$ cat config.mk
export PLATFORM = sky130hd
export DESIGN_NAME = dotc_dev_flat
export DESIGN_NICKNAME = d
export VERILOG_FILES = /design/src/pkg/dotc_pkg.sv /design/src/pkg/dotc_if.sv /design/src/hdl/dotc_dev.sv /design/src/flat_wrapper.sv
export SDC_FILE = /design/constraint.sdc
export NUM_CORES = 1
export LEC_CHECK = 0
export BUFFER_PORTS_ARGS = -buffer_cell sky130_fd_sc_hd__buf_2
export CORE_ASPECT_RATIO = 2
export CORE_MARGIN = 3
export CORE_UTILIZATION = 59
export CTS_CLUSTER_DIAMETER = 120
export DETAILED_ROUTE_END_ITERATION = 8
export GPL_ROUTABILITY_DRIVEN = 1
export HOLD_SLACK_MARGIN = 0.15
export PLACE_DENSITY = 0.79
export SLEW_MARGIN = 5
export SYNTH_ARGS = -nofsm -noshare
export SYNTH_HDL_FRONTEND = slang
export SYNTH_SLANG_ARGS = --single-unit
export TNS_END_PERCENT = 20
$ cat constraint.sdc
create_clock -name SYS_CLK_I -period 4.1 [get_ports SYS_CLK_I]
set_input_delay 1.23 -clock SYS_CLK_I [delete_from_list [all_inputs] [get_ports SYS_CLK_I]]
set_output_delay 1.23 -clock SYS_CLK_I [all_outputs]
set_load 0.005 [all_outputs]
$ cat src/pkg/dotc_pkg.sv
package dotc_pkg;

  // ***********************************************
  // Mode register selects
  // ***********************************************
  localparam logic [1:0] MR0_SEL = 2'h0;
  localparam logic [1:0] MR1_SEL = 2'h1;
  localparam logic [1:0] MR2_SEL = 2'h2;

  // ***********************************************
  // Field positions
  // ***********************************************
  localparam int MR0_DLL_PPD_BIT = 12;
  localparam int MR0_CL_LO       = 4;
  localparam int MR1_DLL_DIS_BIT = 0;
  localparam int MR1_AL_LO       = 3;
  localparam int MR1_NOM_B0      = 2;
  localparam int MR1_NOM_B1      = 6;
  localparam int MR1_NOM_B2      = 9;
  localparam int MR2_CWL_LO      = 3;
  localparam int MR2_WR_LO       = 9;
  localparam int MR2_WR_HI       = 10;

  // ***********************************************
  // Reset values
  // ***********************************************
  localparam logic [15:0] MR_RST = 16'h0000;

  // ***********************************************
  // Latencies in clock cycles
  // ***********************************************
  localparam logic [4:0] CL_BASE   = 5'h04;
  localparam logic [4:0] CWL_BASE  = 5'h05;
  localparam logic [4:0] ODTL_SUB  = 5'h02;
  localparam logic [2:0] ODTH4     = 3'h4;
  localparam logic [2:0] ODTH8     = 3'h6;
  localparam logic [2:0] CWN4_ADD  = 3'h4;
  localparam logic [2:0] CWN8_ADD  = 3'h6;
  localparam int         PIPE_DEPTH = 32;
  localparam logic [5:0] RD_QUIET   = 6'h20;

  // ***********************************************
  // Asynchronous power-down delay
  // ***********************************************
  localparam real TAONPD_MAX_NS = 8.5;
  localparam real CLK_PERIOD_NS = 5.0;
  localparam int  ASYNC_CYC_RAW = int'($floor(TAONPD_MAX_NS / CLK_PERIOD_NS));
  localparam int  ASYNC_CYC     = (ASYNC_CYC_RAW < 1) ? 1 : ASYNC_CYC_RAW;

  typedef enum logic [2:0] {
    CTL_IDLE = 3'h1,
    CTL_QUIET = 3'h2,
    CTL_READ = 3'h4
  } dotc_rd_state_t;

  // Write latency minus two from mode registers
  function automatic logic [4:0] dotc_odtl(input logic [15:0] mr0,
                                           input logic [15:0] mr1,
                                           input logic [15:0] mr2);
    logic [4:0] cl;
    logic [4:0] cwl;
    logic [4:0] al;
    cl  = CL_BASE + {2'h0, mr0[MR0_CL_LO +: 3]};
    cwl = CWL_BASE + {2'h0, mr2[MR2_CWL_LO +: 3]};
    case (mr1[MR1_AL_LO +: 2])
      2'h1:    al = cl - 5'h01;
      2'h2:    al = cl - 5'h02;
      default: al = 5'h00;
    endcase
    return cwl + al - ODTL_SUB;
  endfunction

endpackage

$ cat src/pkg/dotc_if.sv
`timescale 1ns/1ps
interface dotc_if;
  logic        odt;
  logic        wr;
  logic        bc4;
  logic        rd;
  logic        mrs;
  logic [1:0]  mr_sel;
  logic [15:0] mr_data;
  logic        cke;
  logic        sref;

  modport ctl (output odt, wr, bc4, rd, mrs, mr_sel, mr_data, cke, sref);
  modport dev (input odt, wr, bc4, rd, mrs, mr_sel, mr_data, cke, sref);
endinterface

$ cat src/hdl/dotc_dev.sv
`timescale 1ns/1ps
module dotc_dev
  import dotc_pkg::*;
(
  input  wire logic       SYS_CLK_I,
  input  wire logic       RST_I,
  dotc_if.dev             LINK,
  input  wire logic       BANKS_IDLE_I,
  input  wire logic       DQ_DRIVE_I,
  output logic            RTT_EN_O,
  output logic            RTT_WR_SEL_O,
  output logic [2:0]      RTT_NOM_O,
  output logic [1:0]      RTT_WR_O,
  output logic            ASYNC_MODE_O
);

  // ***********************************************
  // Declarations
  // ***********************************************
  logic [15:0]           mr0_r;
  logic [15:0]           mr1_r;
  logic [15:0]           mr2_r;
  logic [PIPE_DEPTH-1:0] odt_pipe_r;
  logic [PIPE_DEPTH-1:0] wr_pipe_r;
  logic [PIPE_DEPTH-1:0] bc4_pipe_r;
  logic [ASYNC_CYC-1:0]  odt_async_r;
  logic [2:0]            wr_cnt_r;
  logic [2:0]            wr_cnt_nxt;
  logic                  wr_sel_nxt;
  logic                  pd_r;
  logic                  sref_r;
  logic [4:0]            odtl;
  logic [2:0]            nom_bits;
  logic [1:0]            wr_bits;
  logic                  odt_enabled;
  logic                  dyn_enabled;
  logic                  dll_frozen;
  logic                  async_mode;
  logic                  odt_sync_tap;
  logic                  wr_tap;
  logic                  bc4_tap;
  logic                  rtt_raw;
  logic                  rtt_en_nxt;

  // ***********************************************
  // Mode registers
  // ***********************************************
  // Cleared fields at reset
  always_ff @(posedge SYS_CLK_I) begin
    if (RST_I) begin
      mr0_r <= MR_RST;
      mr1_r <= MR_RST;
      mr2_r <= MR_RST;
    end else if (LINK.mrs) begin
      case (LINK.mr_sel)
        MR0_SEL: mr0_r <= LINK.mr_data;
        MR1_SEL: mr1_r <= LINK.mr_data;
        MR2_SEL: mr2_r <= LINK.mr_data;
        default: mr0_r <= mr0_r;
      endcase
    end
  end

  // ***********************************************
  // Field decode
  // ***********************************************
  // Strength fields
  assign nom_bits = {mr1_r[MR1_NOM_B2], mr1_r[MR1_NOM_B1], mr1_r[MR1_NOM_B0]};
  assign wr_bits  = {mr2_r[MR2_WR_HI], mr2_r[MR2_WR_LO]};

  assign odt_enabled = (nom_bits != 3'h0) || (wr_bits != 2'h0);

  assign dyn_enabled = (wr_bits != 2'h0);

  assign odtl = dotc_odtl(mr0_r, mr1_r, mr2_r);

  // ***********************************************
  // Power state
  // ***********************************************
  always_ff @(posedge SYS_CLK_I) begin
    if (RST_I) begin
      pd_r   <= 1'b0;
      sref_r <= 1'b0;
    end else begin
      pd_r   <= ~LINK.cke & BANKS_IDLE_I & ~LINK.sref;
      sref_r <= LINK.sref;
    end
  end

  assign dll_frozen = pd_r & ~mr0_r[MR0_DLL_PPD_BIT] & ~mr1_r[MR1_DLL_DIS_BIT];

  assign async_mode = dll_frozen;

  // ***********************************************
  // Latency pipes
  // ***********************************************
  // Sampled pin history
  always_ff @(posedge SYS_CLK_I) begin
    if (RST_I) begin
      odt_pipe_r <= '0;
      wr_pipe_r  <= '0;
      bc4_pipe_r <= '0;
    end else begin
      odt_pipe_r <= {odt_pipe_r[PIPE_DEPTH-2:0], LINK.odt};
      wr_pipe_r  <= {wr_pipe_r[PIPE_DEPTH-2:0], LINK.wr & LINK.cke};
      bc4_pipe_r <= {bc4_pipe_r[PIPE_DEPTH-2:0], LINK.bc4};
    end
  end

  always_ff @(posedge SYS_CLK_I) begin
    if (RST_I) begin
      odt_async_r <= '0;
    end else begin
      odt_async_r <= ASYNC_CYC'({odt_async_r, LINK.odt});
    end
  end

  assign odt_sync_tap = odt_pipe_r[odtl - 5'h01];
  assign wr_tap       = wr_pipe_r[odtl - 5'h01];
  assign bc4_tap      = bc4_pipe_r[odtl - 5'h01];

  assign rtt_raw = async_mode ? odt_async_r[ASYNC_CYC-1] : odt_sync_tap;

  // ***********************************************
  // Termination enable
  // ***********************************************
  // Pin and fields gate
  assign rtt_en_nxt = rtt_raw & odt_enabled & ~sref_r & ~LINK.sref & ~DQ_DRIVE_I;

  always_ff @(posedge SYS_CLK_I) begin
    if (RST_I) begin
      RTT_EN_O <= 1'b0;
    end else begin
      RTT_EN_O <= rtt_en_nxt;
    end
  end

  // ***********************************************
  // Dynamic strength select
  // ***********************************************
  // Load at ODTLcnw
  // Hold for 4 or 6 cycles
  always_comb begin
    wr_cnt_nxt = wr_cnt_r;
    wr_sel_nxt = 1'b0;
    if (wr_tap && dyn_enabled && !async_mode) begin
      wr_cnt_nxt = bc4_tap ? CWN4_ADD : CWN8_ADD;
      wr_sel_nxt = 1'b1;
    end else if (wr_cnt_r != 3'h0) begin
      wr_cnt_nxt = wr_cnt_r - 3'h1;
      wr_sel_nxt = (wr_cnt_r > 3'h1);
    end
  end

  always_ff @(posedge SYS_CLK_I) begin
    if (RST_I) begin
      wr_cnt_r     <= 3'h0;
      RTT_WR_SEL_O <= 1'b0;
    end else begin
      wr_cnt_r     <= wr_cnt_nxt;
      RTT_WR_SEL_O <= wr_sel_nxt & dyn_enabled;
    end
  end

  // ***********************************************
  // Strength and mode outputs
  // ***********************************************
  // Registered strength codes
  always_ff @(posedge SYS_CLK_I) begin
    if (RST_I) begin
      RTT_NOM_O    <= 3'h0;
      RTT_WR_O     <= 2'h0;
      ASYNC_MODE_O <= 1'b0;
    end else begin
      RTT_NOM_O    <= nom_bits;
      RTT_WR_O     <= wr_bits;
      ASYNC_MODE_O <= async_mode;
    end
  end

endmodule

$ cat src/flat_wrapper.sv
// flat-port wrapper written by rule: the top's interface ports become plain ports
module dotc_dev_flat import dotc_pkg::*;
  (SYS_CLK_I, RST_I, BANKS_IDLE_I, DQ_DRIVE_I, RTT_EN_O, RTT_WR_SEL_O, RTT_NOM_O, RTT_WR_O, ASYNC_MODE_O, LINK_odt, LINK_wr, LINK_bc4, LINK_rd, LINK_mrs, LINK_mr_sel, LINK_mr_data, LINK_cke, LINK_sref);
  dotc_if LINK_i ();
  input  wire logic SYS_CLK_I;
  input  wire logic RST_I;
  input  wire logic BANKS_IDLE_I;
  input  wire logic DQ_DRIVE_I;
  output logic RTT_EN_O;
  output logic RTT_WR_SEL_O;
  output logic [2:0] RTT_NOM_O;
  output logic [1:0] RTT_WR_O;
  output logic ASYNC_MODE_O;
  input wire logic [$bits(LINK_i.odt)-1:0] LINK_odt;
  input wire logic [$bits(LINK_i.wr)-1:0] LINK_wr;
  input wire logic [$bits(LINK_i.bc4)-1:0] LINK_bc4;
  input wire logic [$bits(LINK_i.rd)-1:0] LINK_rd;
  input wire logic [$bits(LINK_i.mrs)-1:0] LINK_mrs;
  input wire logic [$bits(LINK_i.mr_sel)-1:0] LINK_mr_sel;
  input wire logic [$bits(LINK_i.mr_data)-1:0] LINK_mr_data;
  input wire logic [$bits(LINK_i.cke)-1:0] LINK_cke;
  input wire logic [$bits(LINK_i.sref)-1:0] LINK_sref;
  assign LINK_i.odt = LINK_odt;
  assign LINK_i.wr = LINK_wr;
  assign LINK_i.bc4 = LINK_bc4;
  assign LINK_i.rd = LINK_rd;
  assign LINK_i.mrs = LINK_mrs;
  assign LINK_i.mr_sel = LINK_mr_sel;
  assign LINK_i.mr_data = LINK_mr_data;
  assign LINK_i.cke = LINK_cke;
  assign LINK_i.sref = LINK_sref;
  dotc_dev u_core (.SYS_CLK_I(SYS_CLK_I), .RST_I(RST_I), .LINK(LINK_i), .BANKS_IDLE_I(BANKS_IDLE_I), .DQ_DRIVE_I(DQ_DRIVE_I), .RTT_EN_O(RTT_EN_O), .RTT_WR_SEL_O(RTT_WR_SEL_O), .RTT_NOM_O(RTT_NOM_O), .RTT_WR_O(RTT_WR_O), .ASYNC_MODE_O(ASYNC_MODE_O));
endmodule
==> out/summary.txt, run 1 <==
Status -> complete, no violations
CP Data Arrival Time -> 3.90 ns
Leakage -> 2.41 nW
#FFs+latches synth -> 124
Post-synth EDFFs -> 0
R2R setup slack -> 0.45 ns
Syn Nets -> 461
Gpl congestion -> 0.829
CP Class -> reg2reg
Vias in the first global route -> 3,117
Die W -> 70.0 microns
Final worst slack -> 0.454 ns
Largest net degree at the start of global routing -> 83
FF-to-FF Start -> u_core.mr0_r[4]$_SDFFE_PP0P_
Clock root cell -> clkbuf_16
Sequential share of power -> 40.9%
Clk_lat worst skew -> 0.41 ns
Overflow after GRT -> 0
Layout Nets -> 494
Clock power share -> 50.8%
Routed vias -> 2,998
First-pass GRT wire length -> 15.0 mm
Crit path capture type -> flip-flop
CTS buffer count -> 17
FMAX -> 274 MHz
Mapped Cells -> 414
Core Footprint -> 7940 sq um
Initial DRC Count -> 125
Port Buffers -> 28
# Post-CTS Setup Buffers -> 0
Worst-path clk slew -> 0.06 ns
Synthesis-to-finish area growth -> 17.3%
Gr usage total -> 20.4%
H-tree depth -> 4
Worst Reg-to-Reg Cells -> 14
Wirelength per Cell -> 15.6 microns
Design Area, Final -> 5660 sq um
Routed vias/inst -> 5.39
Post-synthesis instance area -> 4830 sq um
Most used DFF post-synth -> dfxtp_1
Die Y -> 134 microns
Crit-path cells -> inv_1 -> ha_1 -> xnor2_1 -> a21oi_1 -> or2_2 -> ha_1 -> inv_1 -> ha_1 -> a21o_1 -> a21oi_1 -> xnor2_1 -> a211oi_4 -> nor4_1 -> a221oi_2
DPL Wire Length -> 5.70 mm
Setup_tns -> 0 ns
Row count -> 46
Initial antenna violation count -> 0
Starting Density -> 60.8%
Synth Area in XOR/XNOR -> 1.09%
Die ar. -> 9370 sq um
Total routed wirelength -> 8.65 mm
Final std cells w/o fill -> 556
Hold Crit Depth -> 1
Hold WC Path Type -> reg2reg
Power Total -> 3.05 mW
Worst Setup Start Kind -> flip-flop
Slew @ Worst Pin -> 0.992 ns
Synth Area in Simple Gates -> 18.8%
Worst EP required -> 4.35 ns
Logic gate share of total power -> 8.2%
Sw power -> 0.686 mW
Final core occ -> 71.3%
Post-synth ARST share -> 0%
Setup Skew -> 0.00615 ns
DRC -> 0
Fraction of layout cells with a size suffix above 1 -> 20.9%
DR pass1 iterations -> 4
Slowest stage delay, CP -> 0.78 ns
Syn Area/Cell -> 11.7 sq um
Worst Hold End -> u_core.wr_pipe_r[22]$_SDFF_PP0_
Reg2reg end -> u_core.wr_cnt_r[1]$_SDFFE_PP0P_
RSZ-0062 raised after global routing -> no
Hold wc startpoint -> u_core.wr_pipe_r[21]$_SDFF_PP0_
Mux share of post-synthesis cell area -> 16.6%
Max Cap Viol -> 0
Final Slew Violations -> 0
Tcrit/Tclk final -> 88.9%
Area occupied by multi-input gates -> 2190 sq um
CTS Sinks -> 124
Slew HR -> 33.4%
Switching Share -> 22.5%
Num ports -> 37
Fillcell total -> 558
Final Hold Fails -> 0
TritonCTS clock tree -> built
Post-cts hold buffer count -> 0
Internal power -> 2.36 mW
Slowest CP cell -> xnor2_1
Crit-path most repeated cell -> ha_1
Pre-CTS setup slack -> 0.476 ns
# placed instances -> 524
Post-CTS Resized -> 0
Crit path max fanout -> 10
Post-Synth Adder-Cell Area -> 4.82%
Placed Area -> 5040 sq um
Register area -> 2480 sq um
P per Cell Area -> 538 nW/um^2
Compound-Gate Fraction of Synth Area -> 4.09%
Worst hold slack -> 0.458 ns
Antenna cells -> 0
Library cells used by synthesis -> 44
Final antenna-violating net count -> 0
Sequential area share after synthesis -> 51.4%
Crit. Startpoint -> u_core.mr0_r[4]$_SDFFE_PP0P_
Final min period -> 3.65 ns
VDD IR max -> 0.539 mV
Setup violators final -> 0
Synthesis Warnings -> 0
Largest family of logic cells by synthesized area -> simple AND/OR/NAND/NOR gates
Longest Clk Path Bufs -> 2
kinds of logic after synthesis:
logic type      after synthesis
mux                          48
flops                       124
fa+ha+maj                    18
simple gates                157
compound gates               26
xor+xnor                      6
buf+inv                      35
power by group through the flow:
stage / Combinational, mW / Clock [mW] / Sequential [mW]
after global placement: 0.248 / 0 / 1.27
after floorplan: 0.200 / 0 / 1.27
after CTS: 0.255 / 1.56 / 1.25
final: 0.251 / 1.55 / 1.25
after global routing: 0.284 / 1.63 / 1.25
after detailed placement: 0.254 / 0 / 1.27
cells in the mapped netlist, drive strengths merged, types with 2 or more instances:
cell type / instances / area (sq um)
dfxtp: 124 / 2480
nor2b: 104 / 651
nor2: 28 / 105
mux4: 24 / 556
mux2i: 21 / 210
ha: 17 / 213
inv: 14 / 52.6
clkbuf: 13 / 48.8
a21oi: 8 / 40.0
buf: 8 / 56.3
nand2: 7 / 26.3
xnor2: 4 / 35.0
a211oi: 3 / 35.0
mux2: 3 / 33.8
nand3: 3 / 15.0
nor3: 3 / 20.0
a22oi: 2 / 15.0
a31oi: 2 / 12.5
and3: 2 / 17.5
nand3b: 2 / 15.0
nor3b: 2 / 15.0
o211ai: 2 / 15.0
o21ai: 2 / 10.0
or2: 2 / 12.5
xor2: 2 / 17.5
per-layer routing:
metal  vias up  GRT usage (%)  routed length (microns)
li1       1470              -                        -
met1      1462           22.3                     3470
met2        53           36.5                     4680
met3        13           5.70                      309
met4         0           8.64                      189
met5         -              0                        0
how the worst max path moves through the flow:
stage,endpoint,slack (ns),depth (start not counted)
finish,u_core.wr_cnt_r[1]$_SDFFE_PP0P_,0.45,14
detailed placement,u_core.wr_cnt_r[1]$_SDFFE_PP0P_,0.48,14
global route,u_core.RTT_WR_SEL_O$_SDFF_PP0_,0.15,14
global placement,u_core.wr_cnt_r[1]$_SDFFE_PP0P_,0.53,14
floorplan,u_core.RTT_WR_SEL_O$_SDFF_PP0_,0.59,14
CTS,u_core.wr_cnt_r[1]$_SDFFE_PP0P_,0.42,14
area by class of cell:
cell class | instances | area share (%)
inverter | 14 | 0.928
tap | 96 | 2.12
clock buffer | 17 | 7.51
sequential | 124 | 43.8
timing repair buffer | 35 | 3.45
clock inverter | 15 | 3.51
multi-input combinational | 255 | 38.6
flip-flops by register name, indices dropped and copies added, names as in the netlist:
| register | count |
|---|---|
| u_core.odt_pipe_r | 32 |
| u_core.sref_r | 1 |
| u_core.RTT_WR_O | 2 |
| u_core.ASYNC_MODE_O | 1 |
| u_core.wr_cnt_r | 3 |
| u_core.mr0_r | 4 |
| u_core.RTT_NOM_O | 3 |
| u_core.RTT_EN_O | 1 |
| u_core.mr1_r | 6 |
| u_core.RTT_WR_SEL_O | 1 |
| u_core.bc4_pipe_r | 32 |
| u_core.wr_pipe_r | 32 |
| u_core.pd_r | 1 |
| u_core.mr2_r | 5 |
critical path, delay by kind of cell, from the launching register on:
kind	cells	cell delay, ns
adder cells (fa/ha/maj)	3	0.80
XOR/XNOR	2	0.94
buffers and inverters	2	0.13
AND/OR/NAND/NOR	2	0.71
AO/OA/AOI/OAI	5	0.53
flip-flops	1	0.38
cell usage in the layout, fill, tap and decap left out, types with 3 or more instances in the layout:
cell / n
mux2_2: 3
bufinv_16: 4
ha_1: 17
buf_2: 27
mux4_2: 20
nand2_1: 7
xnor2_1: 4
clkbuf_16: 17
nor2b_1: 104
clkinv_4: 5
mux2i_1: 21
nand3_1: 3
inv_1: 14
buf_4: 8
dfxtp_1: 124
clkinv_2: 4
nor2_1: 28
mux4_1: 4
a21oi_1: 8
(Power assumes the default switching activity.)
==> run 2, diff against run 1 <==
==> constraint.sdc (replaced) <==
create_clock -name SYS_CLK_I -period 4.1 [get_ports SYS_CLK_I]
set_input_delay 0.615 -clock SYS_CLK_I [delete_from_list [all_inputs] [get_ports SYS_CLK_I]]
set_output_delay 0.615 -clock SYS_CLK_I [all_outputs]
set_load 0.005 [all_outputs]
==> out/summary.txt, run 2 (synthesized netlist as in run 1, its figures left out) <==
FF-to-FF Start -> u_core.mr0_r[5]$_SDFFE_PP0P_
P per Cell Area -> 528 nW/um^2
FMAX -> 274 MHz
Hold WC Path Type -> in2reg
Total routed wirelength -> 9.04 mm
Post-CTS Resized -> 0
Antenna cells -> 0
Port Buffers -> 28
Routed vias/inst -> 5.52
DR pass1 iterations -> 4
Largest net degree at the start of global routing -> 71
Delay-heaviest family, CP -> adder cells
Clk_lat worst skew -> 0.41 ns
Fraction of layout cells with a size suffix above 1 -> 20.7%
VDD IR max -> 0.385 mV
Worst Reg-to-Reg Cells -> 14
Hold Crit Depth -> 2
Final min period -> 3.65 ns
Longest Clk Path Bufs -> 2
Routed vias -> 3,062
Slowest CP cell -> xnor2_1
Overflow after GRT -> 0
Tcrit/Tclk final -> 89.1%
Crit-path cells -> inv_1 -> ha_1 -> nor2b_1 -> a21oi_1 -> or2_2 -> ha_1 -> inv_1 -> ha_1 -> a21o_1 -> a21oi_1 -> xnor2_1 -> and3_1 -> nor3_2 -> o32a_1
Gr usage total -> 21.0%
Setup_tns -> 0 ns
Starting Density -> 60.8%
Row count -> 46
Final Slew Violations -> 0
CTS buffer count -> 17
Crit-path most repeated cell -> ha_1
Leakage -> 2.40 nW
Placed Area -> 5030 sq um
Worst Hold End -> u_core.pd_r$_SDFF_PP0_
Final core occ -> 70.9%
CP bufs+invs -> 2
Max Cap Viol -> 0
Design Area, Final -> 5630 sq um
R2R setup slack -> 0.45 ns
Commonest non-fill, non-tap cell in the layout -> dfxtp_1
Status -> complete, no violations
DPL Wire Length -> 5.84 mm
Num ports -> 37
Final Hold Fails -> 0
Die W -> 70.0 microns
Core Footprint -> 7940 sq um
Biggest regs -> u_core.bc4_pipe_r (32), u_core.odt_pipe_r (32), u_core.wr_pipe_r (32)
Power Total -> 2.97 mW
TritonCTS clock tree -> built
Post-cts hold buffer count -> 0
Die Y -> 134 microns
Slowest stage delay, CP -> 0.79 ns
Synthesis-to-finish area growth -> 16.6%
Initial antenna violation count -> 0
First-pass GRT wire length -> 15.1 mm
Crit path max fanout -> 10
Hold wc startpoint -> LINK_cke
CP Data Arrival Time -> 3.94 ns
Slew @ Worst Pin -> 1.00 ns
Initial DRC Count -> 145
Layout Nets -> 493
Vias in the first global route -> 3,177
Clock root cell -> clkbuf_16
Wirelength per Cell -> 16.3 microns
Final antenna-violating net count -> 0
RSZ-0062 raised after global routing -> no
Slew HR -> 32.7%
Worst Setup Start Kind -> flip-flop
Die ar. -> 9370 sq um
Final std cells w/o fill -> 555
Setup Skew -> 0.00619 ns
DRC -> 0
Setup violators final -> 0
# placed instances -> 523
H-tree depth -> 4
Reg2reg end -> u_core.RTT_WR_SEL_O$_SDFF_PP0_
Crit path capture type -> flip-flop
Worst-path clk slew -> 0.06 ns
Gpl congestion -> 0.827
CP Class -> reg2reg
# Post-CTS Setup Buffers -> 0
Worst EP required -> 4.39 ns
Commonest non-fill, non-tap cells in the layout -> dfxtp_1, nor2b_1, nor2_1
CTS Sinks -> 124
==> run 2: changes by cell type in the layout (fill, tap and decap cells not counted), sizes merged <==
| cell | previous run | this run |
|---|---|---|
| clkbuf | 17 | 21 |
| clkinv | 9 | 6 |
| clkinvlp | 2 | 3 |
| buf | 35 | 34 |
| bufinv | 4 | 2 |
==> run 2: layout make-up <==
cell class | count | area, sq um
sequential | 124 | 2480
fill | 556 | 2310
multi-input combinational | 255 | 2190
clock buffer | 21 | 480
timing repair buffer | 34 | 188
tap | 96 | 120
clock inverter | 11 | 116
inverter | 14 | 52.6
==> run 2: metal layers <==
metal / track usage (%) / part of all wire [%] / up-vias
li1: - / - / 1474
met1: 21.4 / 37 / 1485
met2: 37.1 / 55 / 80
met3: 7.35 / 4.1 / 23
met4: 10.8 / 3.8 / 0
met5: 0 / 0 / -
==> run 2: worst max path at each step <==
stage | startpoint | cells after the start | slack [ns] | to
global placement | u_core.mr0_r[6]$_SDFFE_PP0P_ | 13 | 0.58 | u_core.RTT_WR_SEL_O$_SDFF_PP0_
CTS | u_core.mr0_r[5]$_SDFFE_PP0P_ | 14 | 0.43 | u_core.RTT_WR_SEL_O$_SDFF_PP0_
floorplan | u_core.mr0_r[5]$_SDFFE_PP0P_ | 14 | 0.59 | u_core.RTT_WR_SEL_O$_SDFF_PP0_
finish | u_core.mr0_r[5]$_SDFFE_PP0P_ | 14 | 0.45 | u_core.RTT_WR_SEL_O$_SDFF_PP0_
global route | u_core.mr0_r[4]$_SDFFE_PP0P_ | 14 | 0.21 | u_core.RTT_WR_SEL_O$_SDFF_PP0_
detailed placement | u_core.mr0_r[5]$_SDFFE_PP0P_ | 14 | 0.51 | u_core.RTT_WR_SEL_O$_SDFF_PP0_
==> run 2: through the flow <==
stage / setup WS, ns / hold slack (ns)
2_1_floorplan: 0.590 / 0.429
5_1_grt: 0.215 / 0.384
3_5_place_dp: 0.509 / 0.451
6_report: 0.448 / 0.389
4_1_cts: 0.430 / 0.386
3_3_place_gp: 0.582 / 0.439
==> run 2: worst reg2reg max path, cell delays in order, from the launching register on <==
cell	delay, ns
dfxtp_1	0.33
inv_1	0.10
ha_1	0.31
nor2b_1	0.11
a21oi_1	0.04
or2_2	0.27
ha_1	0.32
inv_1	0.05
ha_1	0.29
a21o_1	0.12
a21oi_1	0.08
xnor2_1	0.79
and3_1	0.34
nor3_2	0.07
o32a_1	0.33
==> run 2: power by group <==
part           internal, mW  switching [mW]  leakage [nW]  total [mW]
sequential             1.23          0.0174          1.00        1.25
combinational         0.113           0.142          1.11       0.255
clock                 0.953           0.513         0.291        1.47
total                  2.30           0.672          2.40        2.97
